<file path="config.mk">
export PLATFORM = sky130hd
export DESIGN_NAME = vtpc_top
export DESIGN_NICKNAME = d
export VERILOG_FILES = /design/src/vtpc_pkg.sv /design/src/vtpc_stream_if.sv /design/src/vtpc_fifo.sv /design/src/vtpc_top.sv
export SDC_FILE = /design/constraint.sdc
export NUM_CORES = 2
export LEC_CHECK = 0
export BUFFER_PORTS_ARGS = -buffer_cell sky130_fd_sc_hd__buf_2
export CORE_MARGIN = 2
export CORE_UTILIZATION = 48
export DETAILED_ROUTE_END_ITERATION = 8
export PLACE_DENSITY = 0.73
export REMOVE_ABC_BUFFERS = 1
export SLEW_MARGIN = 20
export SYNTH_ARGS = -nofsm -noshare
export SYNTH_HDL_FRONTEND = slang
export SYNTH_SLANG_ARGS = --single-unit
export TNS_END_PERCENT = 30
</file>
<file path="constraint.sdc">
create_clock -name mclk -period 6.45 [get_ports mclk]
set_clock_uncertainty 0.05 [all_clocks]
set_input_delay 1.29 -clock mclk [delete_from_list [all_inputs] [get_ports mclk]]
set_output_delay 1.29 -clock mclk [all_outputs]
set_load 0.005 [all_outputs]
</file>
<file path="src/vtpc_pkg.sv">
// Purpose: Shared constants for the video test pattern configuration block
// Assumes: Registers are eight bits wide, one per 32-bit Wishbone word
// Notes:   Byte address of a register is four times its index
package vtpc_pkg;
    // Register indices
    localparam logic [7:0] IDX_PORT_CTRL = 8'h60;
    localparam logic [7:0] IDX_STATUS    = 8'h61;
    localparam logic [7:0] IDX_PAT_CTRL  = 8'h62;
    localparam logic [7:0] IDX_CONFIG    = 8'h65;
    localparam logic [7:0] IDX_IND_ADDR  = 8'h66;
    localparam logic [7:0] IDX_IND_DATA  = 8'h67;
    localparam logic [7:0] REG_RESET     = 8'h00;
    // Configuration bit positions
    localparam int CFG_SCALE  = 6;
    localparam int CFG_CUST   = 5;
    localparam int CFG_18B    = 4;
    localparam int CFG_EXTCLK = 3;
    localparam int CFG_TSEL   = 2;
    localparam int CFG_INV    = 1;
    localparam int CFG_ASCRL  = 0;
    // Other control and status fields
    localparam int PAT_EN     = 0;
    localparam int PAT_SEL    = 4;
    localparam int PORT_INDEP = 0;
    localparam int PORT_SEL   = 1;
    localparam int STAT_OVF   = 0;
    localparam int STAT_PAT   = 4;
    // Indirect map
    localparam int IND_DEPTH      = 17;
    localparam int IND_FRAME_TIME = 0;
    localparam int IND_RED        = 1;
    localparam int IND_HTOT       = 4;
    localparam int IND_VTOT       = 6;
    localparam int IND_HACT       = 8;
    localparam int IND_VACT       = 10;
    localparam int IND_HSW        = 12;
    localparam int IND_VSW        = 13;
    localparam int IND_HBP        = 14;
    localparam int IND_VBP        = 15;
    localparam int IND_SYNC       = 16;
    // Pattern codes and colours
    localparam logic [3:0] PAT_CHECKER = 4'h0;
    localparam logic [3:0] PAT_CUSTOM  = 4'he;
    localparam logic [23:0] WHITE      = 24'hffffff;
    localparam logic [23:0] MASK_18B   = 24'hfcfcfc;
    localparam int CNT_W    = 16;
    localparam int PIX_DIV  = 4;
    localparam int FIFO_DEPTH = 8;
    localparam int VID_W    = 51;
endpackage

</file>
<file path="src/vtpc_stream_if.sv">
// Purpose: Valid/ready stream between the generator and its FIFO
// Assumes: One word moves on each edge where valid and ready are high
// Notes:   Width is a parameter
`timescale 1ns/10ps
interface vtpc_stream_if #(parameter int W = 8);
    logic         valid;
    logic         ready;
    logic [W-1:0] data;
    modport src (output valid, output data, input ready);
    modport snk (input valid, input data, output ready);
endinterface

</file>
<file path="src/vtpc_fifo.sv">
// Purpose: Pixel FIFO with a registered output word
// Assumes: DEPTH is a power of two
// Notes:   Holds DEPTH words plus the word on the output register
`timescale 1ns/10ps
module vtpc_fifo #(
    parameter int W     = 8,
    parameter int DEPTH = 8
) (
    // Clock and reset
    input wire logic    mclk,
    input wire logic    sys_rst,
    // Streams
    vtpc_stream_if.snk  in_s,
    vtpc_stream_if.src  out_s
);
    localparam int AW = $clog2(DEPTH);
    typedef struct packed {
        logic [DEPTH-1:0][W-1:0] mem;
        logic [AW:0]             cnt;
        logic [AW-1:0]           wp;
        logic [AW-1:0]           rp;
        logic                    ov;
        logic [W-1:0]            od;
    } vtpc_fifo_state_type;
    vtpc_fifo_state_type q, d;
    logic push;
    logic load;

    ////////////////////////////////////////////////////////////////////
    // Ready stays honest: it drops once every slot is taken
    assign in_s.ready  = (q.cnt != (AW+1)'(DEPTH));
    assign out_s.valid = q.ov;
    assign out_s.data  = q.od;
    assign push        = in_s.valid & in_s.ready;
    assign load        = (!q.ov || out_s.ready) && (q.cnt != '0);

    // Next state
    always_comb begin
        d = q;
        if (q.ov && out_s.ready) begin
            d.ov = 1'b0;
        end
        if (load) begin
            d.od = q.mem[q.rp];
            d.ov = 1'b1;
            d.rp = AW'(q.rp + 1'b1);
        end
        if (push) begin
            d.mem[q.wp] = in_s.data;
            d.wp        = AW'(q.wp + 1'b1);
        end
        d.cnt = (AW+1)'(q.cnt + {{AW{1'b0}}, push} - {{AW{1'b0}}, load});
    end

    // State register
    always_ff @(posedge mclk) begin
        if (sys_rst) begin
            q <= '0;
        end else begin
            q <= d;
        end
    end
endmodule

</file>
<file path="src/vtpc_top.sv">
// Purpose: Config and indirect front end of a video test pattern generator
// Assumes: Classic Wishbone slave, one 8-bit register per aligned word
// Notes:   Frame timing and clock choice follow port 0's copy
//
// What this block does
// - Scale bit makes checker squares 8x8
// - Custom bit checks custom colour with black
// - 18-bit mode keeps six top colour bits
// - Clock bit picks external or divided clock while timing select on
// - Timing select on: generate own frame timing
// - Timing select off: follow external video timing
// - Inversion bit inverts the output colour
// - Auto-scroll steps pattern after frame count
// - Indirect address holds an 8-bit index
// - Indirect data write stores at address
// - Indirect data read returns addressed byte
// - Independent mode: each port own copy
// - Config register resets to zero
// - Output only while enable bit set
// - Code 1110 draws custom colour or inverse
// - Fixed select ignored during auto-scroll
//
// Register access over Wishbone is this design's own decision.
`timescale 1ns/10ps
module vtpc_top #(
    parameter int DIV   = vtpc_pkg::PIX_DIV,
    parameter int DEPTH = vtpc_pkg::FIFO_DEPTH
) (
    // Clock and reset
    input wire logic         mclk,
    input wire logic         sys_rst,
    // Wishbone slave
    input wire logic         cyc_i,
    input wire logic         stb_i,
    input wire logic         we_i,
    input wire logic [9:0]   adr_i,
    input wire logic [3:0]   sel_i,
    input wire logic [31:0]  dat_i,
    output logic [31:0]      dat_o,
    output logic             ack_o,
    // External video timing
    input wire logic         ext_pclk,
    input wire logic         ext_de,
    input wire logic         ext_hs,
    input wire logic         ext_vs,
    // Video to the serializer
    output logic             vid_valid,
    input wire logic         vid_ready,
    output logic             vid_de,
    output logic             vid_hs,
    output logic             vid_vs,
    output logic [23:0]      vid_rgb0,
    output logic [23:0]      vid_rgb1
);
    localparam int CW = vtpc_pkg::CNT_W;
    typedef struct packed {
        logic                                   ack;
        logic [31:0]                            rdat;
        logic [1:0][7:0]                        cfg;
        logic [1:0][7:0]                        iaddr;
        logic [1:0][7:0]                        pctl;
        logic [1:0][vtpc_pkg::IND_DEPTH-1:0][7:0] ind;
        logic                                   indep;
        logic                                   psel;
        logic                                   ovf;
        logic [1:0][3:0]                        cur;
        logic [1:0][7:0]                        fcnt;
        logic [CW-1:0]                          h;
        logic [CW-1:0]                          v;
        logic [7:0]                             div;
        logic                                   pend;
        logic                                   pclk_d;
        logic                                   de_d;
        logic                                   vs_d;
    } vtpc_state_type;
    vtpc_state_type q, d;

    vtpc_stream_if #(.W(vtpc_pkg::VID_W)) pix_s ();
    vtpc_stream_if #(.W(vtpc_pkg::VID_W)) vid_s ();

    logic [7:0]     idx;
    logic           req;
    logic           wr;
    logic           s;
    logic           edge_p;
    logic           strobe;
    logic           go;
    logic           tsel;
    logic           frame_evt;
    logic           p_de;
    logic           p_hs;
    logic           p_vs;
    logic [1:0][3:0]  pat;
    logic [1:0][23:0] rgb;

    ////////////////////////////////////////////////////////////////////
    // Helpers

    // Sixteen-bit value from a pair of indirect bytes on port 0
    function automatic logic [15:0] get16(input vtpc_state_type st, input int i);
        return {st.ind[0][i+1], st.ind[0][i]};
    endfunction

    // Colour of one pixel for a pattern code and a port's config
    function automatic logic [23:0] pat_color(input logic [7:0] c, input logic [3:0] p,
                                              input logic [CW-1:0] x, input logic [CW-1:0] y,
                                              input logic [23:0] cust);
        logic       ck;
        logic       alt;
        logic [7:0] lh;
        logic [7:0] lv;
        logic [23:0] o;
        ck  = c[vtpc_pkg::CFG_SCALE] ? x[3] ^ y[3] : x[0] ^ y[0];
        alt = c[vtpc_pkg::CFG_SCALE] ? x[3] : x[0];
        // 64 steps in 18-bit mode, 256 otherwise
        lh  = c[vtpc_pkg::CFG_18B] ? {x[5:0], 2'b00} : x[7:0];
        lv  = c[vtpc_pkg::CFG_18B] ? {y[5:0], 2'b00} : y[7:0];
        case (p)
            4'h0:    o = ck ? (c[vtpc_pkg::CFG_CUST] ? cust : vtpc_pkg::WHITE) : 24'h000000;
            4'h1:    o = vtpc_pkg::WHITE;
            4'h2:    o = 24'h000000;
            4'h3:    o = 24'hff0000;
            4'h4:    o = 24'h00ff00;
            4'h5:    o = 24'h0000ff;
            4'h6:    o = {lh, lh, lh};
            4'h7:    o = {lh, 16'h0000};
            4'h8:    o = {8'h00, lh, 8'h00};
            4'h9:    o = {16'h0000, lh};
            4'ha:    o = {lv, lv, lv};
            4'hb:    o = {lv, 16'h0000};
            4'hc:    o = {8'h00, lv, 8'h00};
            4'hd:    o = {16'h0000, lv};
            4'he:    o = cust;
            default: o = alt ? vtpc_pkg::WHITE : 24'h000000;
        endcase
        if (c[vtpc_pkg::CFG_INV]) begin
            o = ~o;
        end
        if (c[vtpc_pkg::CFG_18B]) begin
            o = o & vtpc_pkg::MASK_18B;
        end
        return o;
    endfunction

    ////////////////////////////////////////////////////////////////////
    // Bus decode and pixel pacing
    assign idx    = adr_i[9:2];
    assign req    = cyc_i & stb_i & ~q.ack;
    assign wr     = req & we_i & sel_i[0];
    assign s      = q.indep ? q.psel : 1'b0;
    assign tsel   = q.cfg[0][vtpc_pkg::CFG_TSEL];
    assign edge_p = ext_pclk & ~q.pclk_d;
    // External clock in external timing, else the clock bit chooses
    assign strobe = (!tsel || q.cfg[0][vtpc_pkg::CFG_EXTCLK]) ? edge_p
                  : (q.div == 8'(DIV - 1));
    // Internal timing stalls on back-pressure; external pixels cannot wait
    assign go     = tsel ? ((strobe | q.pend) & pix_s.ready) : strobe;

    // Sync and enable for the pixel being produced
    always_comb begin
        logic [15:0] ht;
        logic [15:0] vt;
        ht = get16(q, vtpc_pkg::IND_HTOT) - 16'(q.ind[0][vtpc_pkg::IND_HBP]);
        vt = get16(q, vtpc_pkg::IND_VTOT) - 16'(q.ind[0][vtpc_pkg::IND_VBP]);
        if (tsel) begin
            p_de = (q.h < get16(q, vtpc_pkg::IND_HACT))
                 && (q.v < get16(q, vtpc_pkg::IND_VACT));
            p_hs = ((q.h >= ht - 16'(q.ind[0][vtpc_pkg::IND_HSW])) && (q.h < ht))
                 ^ q.ind[0][vtpc_pkg::IND_SYNC][0];
            p_vs = ((q.v >= vt - 16'(q.ind[0][vtpc_pkg::IND_VSW])) && (q.v < vt))
                 ^ q.ind[0][vtpc_pkg::IND_SYNC][1];
            frame_evt = go && (q.h + 16'h0001 >= get16(q, vtpc_pkg::IND_HTOT))
                      && (q.v + 16'h0001 >= get16(q, vtpc_pkg::IND_VTOT));
        end else begin
            p_de = ext_de;
            p_hs = ext_hs;
            p_vs = ext_vs;
            frame_evt = go && ext_vs && !q.vs_d;
        end
    end

    // Pattern per port and its colour
    always_comb begin
        for (int p = 0; p < 2; p++) begin
            pat[p] = q.cfg[p][vtpc_pkg::CFG_ASCRL] ? q.cur[p]
                   : q.pctl[p][vtpc_pkg::PAT_SEL +: 4];
            rgb[p] = q.pctl[p][vtpc_pkg::PAT_EN]
                   ? pat_color(q.cfg[p], pat[p], q.h, q.v,
                               {q.ind[p][1], q.ind[p][2], q.ind[p][3]})
                   : 24'h000000;
        end
    end

    assign pix_s.valid = go && (q.pctl[0][vtpc_pkg::PAT_EN] || q.pctl[1][vtpc_pkg::PAT_EN]);
    assign pix_s.data  = {p_de, p_hs, p_vs, rgb[1], rgb[0]};

    ////////////////////////////////////////////////////////////////////
    // Next state
    always_comb begin
        d        = q;
        d.ack    = req;
        d.pclk_d = ext_pclk;
        d.div    = (q.div == 8'(DIV - 1)) ? 8'h00 : 8'(q.div + 8'h01);
        d.pend   = tsel & (strobe | q.pend) & ~pix_s.ready;
        // Register writes land on the selected port or on both
        for (int p = 0; p < 2; p++) begin
            if (wr && (!q.indep || q.psel == p[0])) begin
                case (idx)
                    vtpc_pkg::IDX_CONFIG:   d.cfg[p]   = dat_i[7:0];
                    vtpc_pkg::IDX_IND_ADDR: d.iaddr[p] = dat_i[7:0];
                    vtpc_pkg::IDX_PAT_CTRL: d.pctl[p]  = dat_i[7:0];
                    vtpc_pkg::IDX_IND_DATA: begin
                        if (q.iaddr[p] < 8'(vtpc_pkg::IND_DEPTH)) begin
                            d.ind[p][q.iaddr[p]] = dat_i[7:0];
                        end
                    end
                    default: ;
                endcase
            end
        end
        if (wr && idx == vtpc_pkg::IDX_PORT_CTRL) begin
            d.indep = dat_i[vtpc_pkg::PORT_INDEP];
            d.psel  = dat_i[vtpc_pkg::PORT_SEL];
        end
        // Overflow: set beats a write-one clear
        if (wr && idx == vtpc_pkg::IDX_STATUS && dat_i[vtpc_pkg::STAT_OVF]) begin
            d.ovf = 1'b0;
        end
        if (go && !tsel && !pix_s.ready && pix_s.valid) begin
            d.ovf = 1'b1;
        end
        // Read data, unmapped words read zero
        d.rdat = 32'h00000000;
        if (req && !we_i) begin
            case (idx)
                vtpc_pkg::IDX_CONFIG:    d.rdat[7:0] = q.cfg[s];
                vtpc_pkg::IDX_IND_ADDR:  d.rdat[7:0] = q.iaddr[s];
                vtpc_pkg::IDX_PAT_CTRL:  d.rdat[7:0] = q.pctl[s];
                vtpc_pkg::IDX_PORT_CTRL: d.rdat[7:0] = {6'h00, q.psel, q.indep};
                vtpc_pkg::IDX_STATUS:    d.rdat[7:0] = {q.cur[s], 3'b000, q.ovf};
                vtpc_pkg::IDX_IND_DATA: begin
                    if (q.iaddr[s] < 8'(vtpc_pkg::IND_DEPTH)) begin
                        d.rdat[7:0] = q.ind[s][q.iaddr[s]];
                    end
                end
                default: ;
            endcase
        end
        // Raster position
        if (go) begin
            d.de_d = ext_de;
            d.vs_d = ext_vs;
            if (tsel) begin
                if (q.h + 16'h0001 >= get16(q, vtpc_pkg::IND_HTOT)) begin
                    d.h = '0;
                    d.v = (q.v + 16'h0001 >= get16(q, vtpc_pkg::IND_VTOT)) ? '0 : CW'(q.v + 16'h0001);
                end else begin
                    d.h = CW'(q.h + 16'h0001);
                end
            end else begin
                d.h = ext_de ? CW'(q.h + 16'h0001) : '0;
                d.v = ext_vs ? '0 : ((q.de_d && !ext_de) ? CW'(q.v + 16'h0001) : q.v);
            end
        end
        // Auto-scroll: count frames, then step to the next pattern
        for (int p = 0; p < 2; p++) begin
            if (!q.cfg[p][vtpc_pkg::CFG_ASCRL]) begin
                d.cur[p]  = q.pctl[p][vtpc_pkg::PAT_SEL +: 4];
                d.fcnt[p] = 8'h00;
            end else if (frame_evt) begin
                if (q.fcnt[p] + 8'h01 >= q.ind[p][vtpc_pkg::IND_FRAME_TIME]) begin
                    d.fcnt[p] = 8'h00;
                    d.cur[p]  = 4'(q.cur[p] + 4'h1);
                end else begin
                    d.fcnt[p] = 8'(q.fcnt[p] + 8'h01);
                end
            end
        end
    end

    // State register, everything resets to zero
    always_ff @(posedge mclk) begin
        if (sys_rst) begin
            q <= '0;
        end else begin
            q <= d;
        end
    end

    ////////////////////////////////////////////////////////////////////
    // Pixel FIFO and outputs
    vtpc_fifo #(.W(vtpc_pkg::VID_W), .DEPTH(DEPTH)) u_fifo (
        .mclk    (mclk),
        .sys_rst (sys_rst),
        .in_s    (pix_s),
        .out_s   (vid_s)
    );
    assign vid_s.ready = vid_ready;
    assign vid_valid   = vid_s.valid;
    assign {vid_de, vid_hs, vid_vs, vid_rgb1, vid_rgb0} = vid_s.data;
    assign ack_o       = q.ack;
    assign dat_o       = q.rdat;

    ////////////////////////////////////////////////////////////////////
    // Checks
    AST_CFG_RESET: assert property (@(posedge mclk)
        $past(sys_rst) && !sys_rst |-> q.cfg == '0 && q.cur == '0)
        else $error("config not zero after reset");
    AST_IND_WRITE: assert property (@(posedge mclk) disable iff (sys_rst)
        wr && idx == vtpc_pkg::IDX_IND_DATA && !q.indep && q.iaddr[0] == 8'h01
        |=> q.ind[0][1] == $past(dat_i[7:0]))
        else $error("indirect write lost");
    AST_IND_READ: assert property (@(posedge mclk) disable iff (sys_rst)
        req && !we_i && idx == vtpc_pkg::IDX_IND_DATA && q.iaddr[s] == 8'h02
        |=> ack_o && dat_o[7:0] == $past(q.ind[s][2]))
        else $error("indirect read wrong");
    AST_OFF_BLACK: assert property (@(posedge mclk) disable iff (sys_rst)
        pix_s.valid && !q.pctl[1][vtpc_pkg::PAT_EN] |-> rgb[1] == 24'h000000)
        else $error("disabled port drives colour");
    AST_CUSTOM: assert property (@(posedge mclk) disable iff (sys_rst)
        pix_s.valid && q.pctl[0][vtpc_pkg::PAT_EN] && pat[0] == vtpc_pkg::PAT_CUSTOM
        && q.cfg[0][vtpc_pkg::CFG_INV] && !q.cfg[0][vtpc_pkg::CFG_18B]
        |-> rgb[0] == ~{q.ind[0][1], q.ind[0][2], q.ind[0][3]})
        else $error("inverted custom colour wrong");
    AST_CHECKER: assert property (@(posedge mclk) disable iff (sys_rst)
        pix_s.valid && q.pctl[0][vtpc_pkg::PAT_EN] && pat[0] == vtpc_pkg::PAT_CHECKER && q.cfg[0][6:1] == 6'h22
        |-> rgb[0] == ((q.h[3] ^ q.v[3]) ? vtpc_pkg::WHITE : 24'h000000))
        else $error("scaled checker wrong");
    AST_DEPTH18: assert property (@(posedge mclk) disable iff (sys_rst)
        q.cfg[0][vtpc_pkg::CFG_18B] |-> (rgb[0] & 24'h030303) == 24'h000000)
        else $error("low bits set in 18-bit mode");
    AST_SCROLL: assert property (@(posedge mclk) disable iff (sys_rst)
        !q.cfg[0][vtpc_pkg::CFG_ASCRL] ##1 !q.cfg[0][vtpc_pkg::CFG_ASCRL]
        |-> q.cur[0] == $past(q.pctl[0][7:4]))
        else $error("pattern not held at fixed select");
    AST_STALL: assert property (@(posedge mclk) disable iff (sys_rst)
        tsel && !pix_s.ready ##1 tsel |-> $stable(q.h) && $stable(q.v))
        else $error("raster moved under back-pressure");
endmodule

</file>
### Word-level counts from Yosys, hierarchy flattened

Index checks and enable logic that the tools add are counted.

| operators by class | value |
|---|---|
| $add $sub $neg | 15 |
| magnitude comparators | 22 |
| equality and inequality tests | 41 |
| muxes and demuxes | 75 |
| bitwise operators | 23 |
| reductions and logical operators | 56 |

Operators by type and width:

| cell | count |
|---|---|
| case mux 24 bit (15 select lines) | 2 |
| bitwise mux 408 bit | 1 |
| bitwise mux 136 bit | 2 |
| two-way mux 136 bit | 2 |
| two-way mux 24 bit | 10 |
| binary-select mux 51 bit (select 3 bit) | 1 |
| demux 51 bit (select 3 bit) | 1 |
| two-way mux 8 bit | 16 |
| two-way mux 51 bit | 2 |
| two-way mux 16 bit | 6 |
| demux 8 bit (select 5 bit) | 2 |
| >= comparator 16 bit | 4 |
| < comparator 16 bit | 4 |
| subtractor 16 x 8 -> 16 bit | 4 |
| equality test 4 bit, second input constant | 14 |
| two-way mux 52 bit | 1 |
| equality test 8 x 7 -> 1 bit, second input constant | 6 |
| inverter 24 bit | 2 |
| case mux 8 bit (6 select lines) | 1 |
| binary-select mux 8 bit (select 5 bit) | 1 |
| two-way mux 4 bit | 10 |
| two-way mux 18 bit | 2 |
| adder 16 x 1 -> 16 bit, second input constant | 2 |
| equality test 4 x 3 -> 1 bit, second input constant | 8 |
| other kinds (33) | 128 |

| storage, ports and cells | value |
|---|---|
| flip-flop bits (word level) | 894 |
| input port bits | 56 |

### Depth between registers and ports, before layout

| logic depth | value |
|---|---|
| depth after elaboration | 11 |
| gate-level depth with buffers | 26 |

### By module

A second synthesis with hierarchy kept.

| second synthesis, totals | value |
|---|---|
| cells, all modules | 5948 |
| area, all modules | 47580.6 sq um |

Modules (own cells, without submodules):

| module | times used | cells an instance | area an instance (sq um) | seq. area each (sq um) |
|---|---|---|---|---|
| vtpc_top | 1 | 3524 | 27233.6 | 8007.7 |
| vtpc_fifo | 1 | 2424 | 20347.0 | 9409.0 |

### Least setup slack after synthesis

OpenSTA, ideal clock, no wires.

| path | value |
|---|---|
| kind | register to register |
| start point | register q[103] (netlist bit) |
| end point | register u_fifo.q[111] (netlist bit) |
| setup time | 0.132 ns |
| data arrival time | 4.664 ns |
| data required time | 6.268 ns |
| slack | 1.605 ns |
| cell stages (with the launch flop) | 24 |
| path buffers | 0 |
| period minus slack after synthesis | 4.845 ns |
| cells stage by stage | dfxtp_1 inv_1 ha_1 inv_1 fa_1 fa_1 a21o_1 a21oi_1 o21bai_1 a21oi_1 o21bai_1 a21oi_1 and3_1 nand3_1 xnor2_1 ha_1 nand3_1 nor2_1 and3_1 a221o_1 o21ai_0 or4_4 a221oi_4 o21ai_0 |

| on the way | value |
|---|---|
| longest elaborated chain between the ends | 7 |
| elaborated cells between the ends (all ways) | 8 |

RTL lines:

| element | line | text |
|---|---|---|
| start: declaration | vtpc_top.sv:76 | `vtpc_state_type q, d;` |
| start signal: assignment | vtpc_top.sv:284 | `q <= '0;` |
| start signal: assignment | vtpc_top.sv:286 | `q <= d;` |
| subtractor 16 x 8 -> 16 bit (*) | vtpc_top.sv:163 | `ht = get16(q, vtpc_pkg::IND_HTOT) - 16'(q.ind[0][vtpc_pkg::IND_HBP]);` |
| subtractor 16 x 8 -> 16 bit | vtpc_top.sv:168 | `p_hs = ((q.h >= ht - 16'(q.ind[0][vtpc_pkg::IND_HSW])) && (q.h < ht))` |
| >= comparator 16 bit | vtpc_top.sv:168 |  |
| logical AND 1 bit (*) | vtpc_top.sv:168 |  |
| bitwise XOR 1 bit (*) | vtpc_top.sv:169 | `^ q.ind[0][vtpc_pkg::IND_SYNC][0];` |
| two-way mux 1 bit (*) | vtpc_top.sv:165 | `if (tsel) begin` |
| bitwise mux 408 bit (*) | vtpc_fifo.sv:49 | `d.mem[q.wp] = in_s.data;` |
| end signal: assignment | vtpc_fifo.sv:58 | `q <= '0;` |
| end signal: assignment | vtpc_fifo.sv:60 | `q <= d;` |
| end: declaration | vtpc_fifo.sv:25 | `vtpc_fifo_state_type q, d;` |

Every way passes the cells marked *; elsewhere a longest branch is shown, timed or not.
A chain may end at the register's enable or synchronous reset.

### Worst setup path in the final report

| path | value |
|---|---|
| start point | register q[184] (netlist bit) |
| end point | register u_fifo.q[315] (netlist bit) |

The elaborated chain is that of the path after synthesis.

==> impl_metrics.yaml <==
outcome:
  status: "finished, final reports clean"
route:
  drc_errors: 0
  drtIter0Drc: 4071
  routed_wl_um: 142000
  drt_pre_antenna_iters: 7
  via_per_inst: 6.10
  num_vias: 40100
  drtAntennaViolNets: 0
  wire_per_inst_um: 21.5
clocking:
  clock_sinks: 870
  root_buffer: "clkbuf_16"
  cts_buffer_depth: 3
  worstSkewPairLatency_ns: 0.68
  cts-htree-levels: 3
  cts-resized-gates: 0
  hold_buffers: 0
  numCtsBuffers: 93
  cts.clk_slew.worst_paths_ns: 0.06
  cts_tree: "yes"
  postCtsSetupBuffers: 0
cells_and_area:
  fillCellCount: 8669
  antenna_cells: 0
  syn2layout_area_growth_pct: 8.67
  utilization_pct: 52.8
  layout-drive-gt1-share_pct: 10.1
  mostFrequentLayoutCells: "dfxtp_1 (865), nand2_1 (841), a21oi_1 (428), nor2_1 (410), mux2i_1 (383)"
  final_common_cell: "dfxtp_1"
  fin_nets: 5475
power:
  leakagePower_nw: 18.5
  power_switching_w: 0.00327
  p_int_w: 0.00924
  power_frac_comb_pct: 10.9
  power_density_nw_per_um2: 249
  p_sw_share_pct: 26.2
  p_clk_share_pct: 43.5
  ir_drop_mv: 0.213
  pwr-share-seq_pct: 45.6
place:
  place_congestion: 0.950
  io_buffers: 87
  dpl.hpwl_um: 92500
  dp_slack_ns: 0.758
sta:
  timing.final.crit_period_ns: 5.74
  worst_slack_ns: 0.712
  finalMaxSlewViolations: 0
  fmax_mhz: 174
  hold_viol_final: 0
  rsz0062_at_grt: "false"
  setup_viol_count_final: 0
  fin_crit_sh_pct: 89.0
  slew_headroom_pct: 20.8
  tightestPinTransition_ns: 1.19
global_route:
  gr-usage-met3_pct: 3.81
  grt_pass1_wl_um: 218000
  antenna_found_initial: 1
  grt_pass1_vias: 37600
  grt_use_total_pct: 27.9
  grt_max_degree: 230
  busiest_layer: "met2"
  use_met2_pct: 45.1
  overflow: 0
  grt_use_met1_pct: 36.9
critical_path:
  crit_arrival_ns: 6.19
  crit_required_ns: 6.90
  cp_max_fo: 8
  endpoint_kind: "flip-flop"
  startpoint_type: "flip-flop"
  worstSetupPathType: "reg2reg"
floorplan:
  start_util_pct: 48.6
  die_y_um: 314
  coreArea_um2: 95200
  num_rows: 113
  die-area_um2: 98800
  die_w_um: 314
  io_pins: 141
synthesis:
  yosysSeqAreaShare_pct: 37.7
  synth_cells: 5427
  synthFlopType: "dfxtp_1"
  yosysWarnings: 0
  syn_avg_cell_area_um2: 8.52
  syn_area_um2: 46200
  ys_ff_latch: 870
  ys_async_sr_fraction_pct: 0
  ys_types: 81
  synth_edf_count: 0
hold_path:
  hold_class: "reg2reg"
flow_run:
  cap_violations: 0
==> metal layers <==
metal / part of all wire (%) / vias up
met4: 4.7 / 2
met2: 46 / 1826
li1: - / 18800
met1: 41 / 19100
met3: 7.9 / 349
met5: 0.0085 / -
==> cells by family after synthesis <==
kind of cell	synth area share, %
compound gates	16.4
xor+xnor	3.04
fa+ha+maj	5.16
buf+inv	6.01
flops	37.7
mux	14.7
other cells	0.00811
simple gates	17.0
==> cells in the mapped netlist (17+ instances only) <==
master,count,area [um2]
dfxtp_1,870,17400
nand2_1,843,3160
a21oi_1,428,2140
nor2_1,416,1560
mux2i_1,386,3860
clkbuf_1,357,1340
o22ai_1,251,1570
nand3_1,220,1100
ha_1,181,2260
o21ai_0,159,796
inv_1,153,574
a211oi_1,134,1010
mux4_2,120,2700
xor2_1,98,858
buf_4,80,601
xnor2_1,60,526
buf_1,48,180
nor3_1,46,230
a31oi_1,44,275
nor2b_1,44,275
a21o_1,43,323
and3_1,41,257
nand2b_1,33,206
and2_1,26,163
nand3b_1,24,180
o211ai_1,24,180
a22oi_1,21,158
nand4_1,21,131
mux2_2,20,225
a311oi_1,19,166
or3_1,17,106
==> flip-flops by register name, indices dropped and copies added, names as in the netlist <==
register	count
u_fifo.out_s.valid	1
ack_o	1
u_fifo.q	418
u_fifo.out_s.data	51
q	391
dat_o	8
==> worst paths after layout <==
path	to	from	cells after the start	slack, ns
setup / recovery	u_fifo.q[315]	q[184]	25	0.71
hold / removal	u_fifo.q[294]	u_fifo.q[294]	2	0.40
hold reg to reg	u_fifo.q[294]	u_fifo.q[294]	2	0.40
setup reg to reg	u_fifo.q[315]	q[184]	25	0.71
==> final cells by class <==
cell class	instances	area [um2]	area share [%]
clock buffers	130	2660	5.29
clock inverters	36	448	0.892
inverters	154	586	1.17
multi-input cells	3925	26300	52.3
flip-flops and latches	870	17400	34.7
well taps	1265	1580	3.15
repair buffers	189	1260	2.51
==> worst max-delay path, cell delays in order, from the launching register on <==
cell and delay, ns:
dfxtp_1 0.35, inv_1 0.08, ha_1 0.26, nor2b_1 0.14
o2111ai_1 0.37, nand2_1 0.22, nor2_1 0.20, nor2b_1 0.06
o21ai_0 0.14, nand2b_1 0.09, xor2_1 0.25, ha_1 0.34
a21o_1 0.18, a31oi_1 0.32, nand4_1 0.17, xnor2_1 0.18
ha_1 0.32, nand3_1 0.10, nor2_1 0.19, and3_1 0.18
a221o_1 0.16, o21ai_0 0.10, or4_4 0.45, a221oi_4 0.28
buf_4 0.25, o21ai_0 0.13
==> power groups by stage <==
| stage | registers [W] | clock network, W | logic, W |
|---|---|---|---|
| after floorplan | 0.00594 | 0 | 0.000803 |
| after global placement | 0.00583 | 0 | 0.00136 |
| after detailed placement | 0.00583 | 0 | 0.00137 |
| after CTS | 0.00572 | 0.00549 | 0.00137 |
| after global routing | 0.00574 | 0.00571 | 0.00149 |
| final | 0.00571 | 0.00545 | 0.00136 |
==> per-stage QoR <==
step	cell area, um2	instances	TNS, ns	hold slack, ns	total power [W]
after detailed placement	47100	6402	0	0.394	0.00720
final	50200	6569	0	0.402	0.0125
after floorplan	44100	4949	-600.22	0.373	0.00674
after global placement	47100	6402	0	0.389	0.00718
after CTS	50200	6568	0	0.403	0.0126
after global routing	50200	6569	0	0.416	0.0129
(Power assumes the default switching activity.)
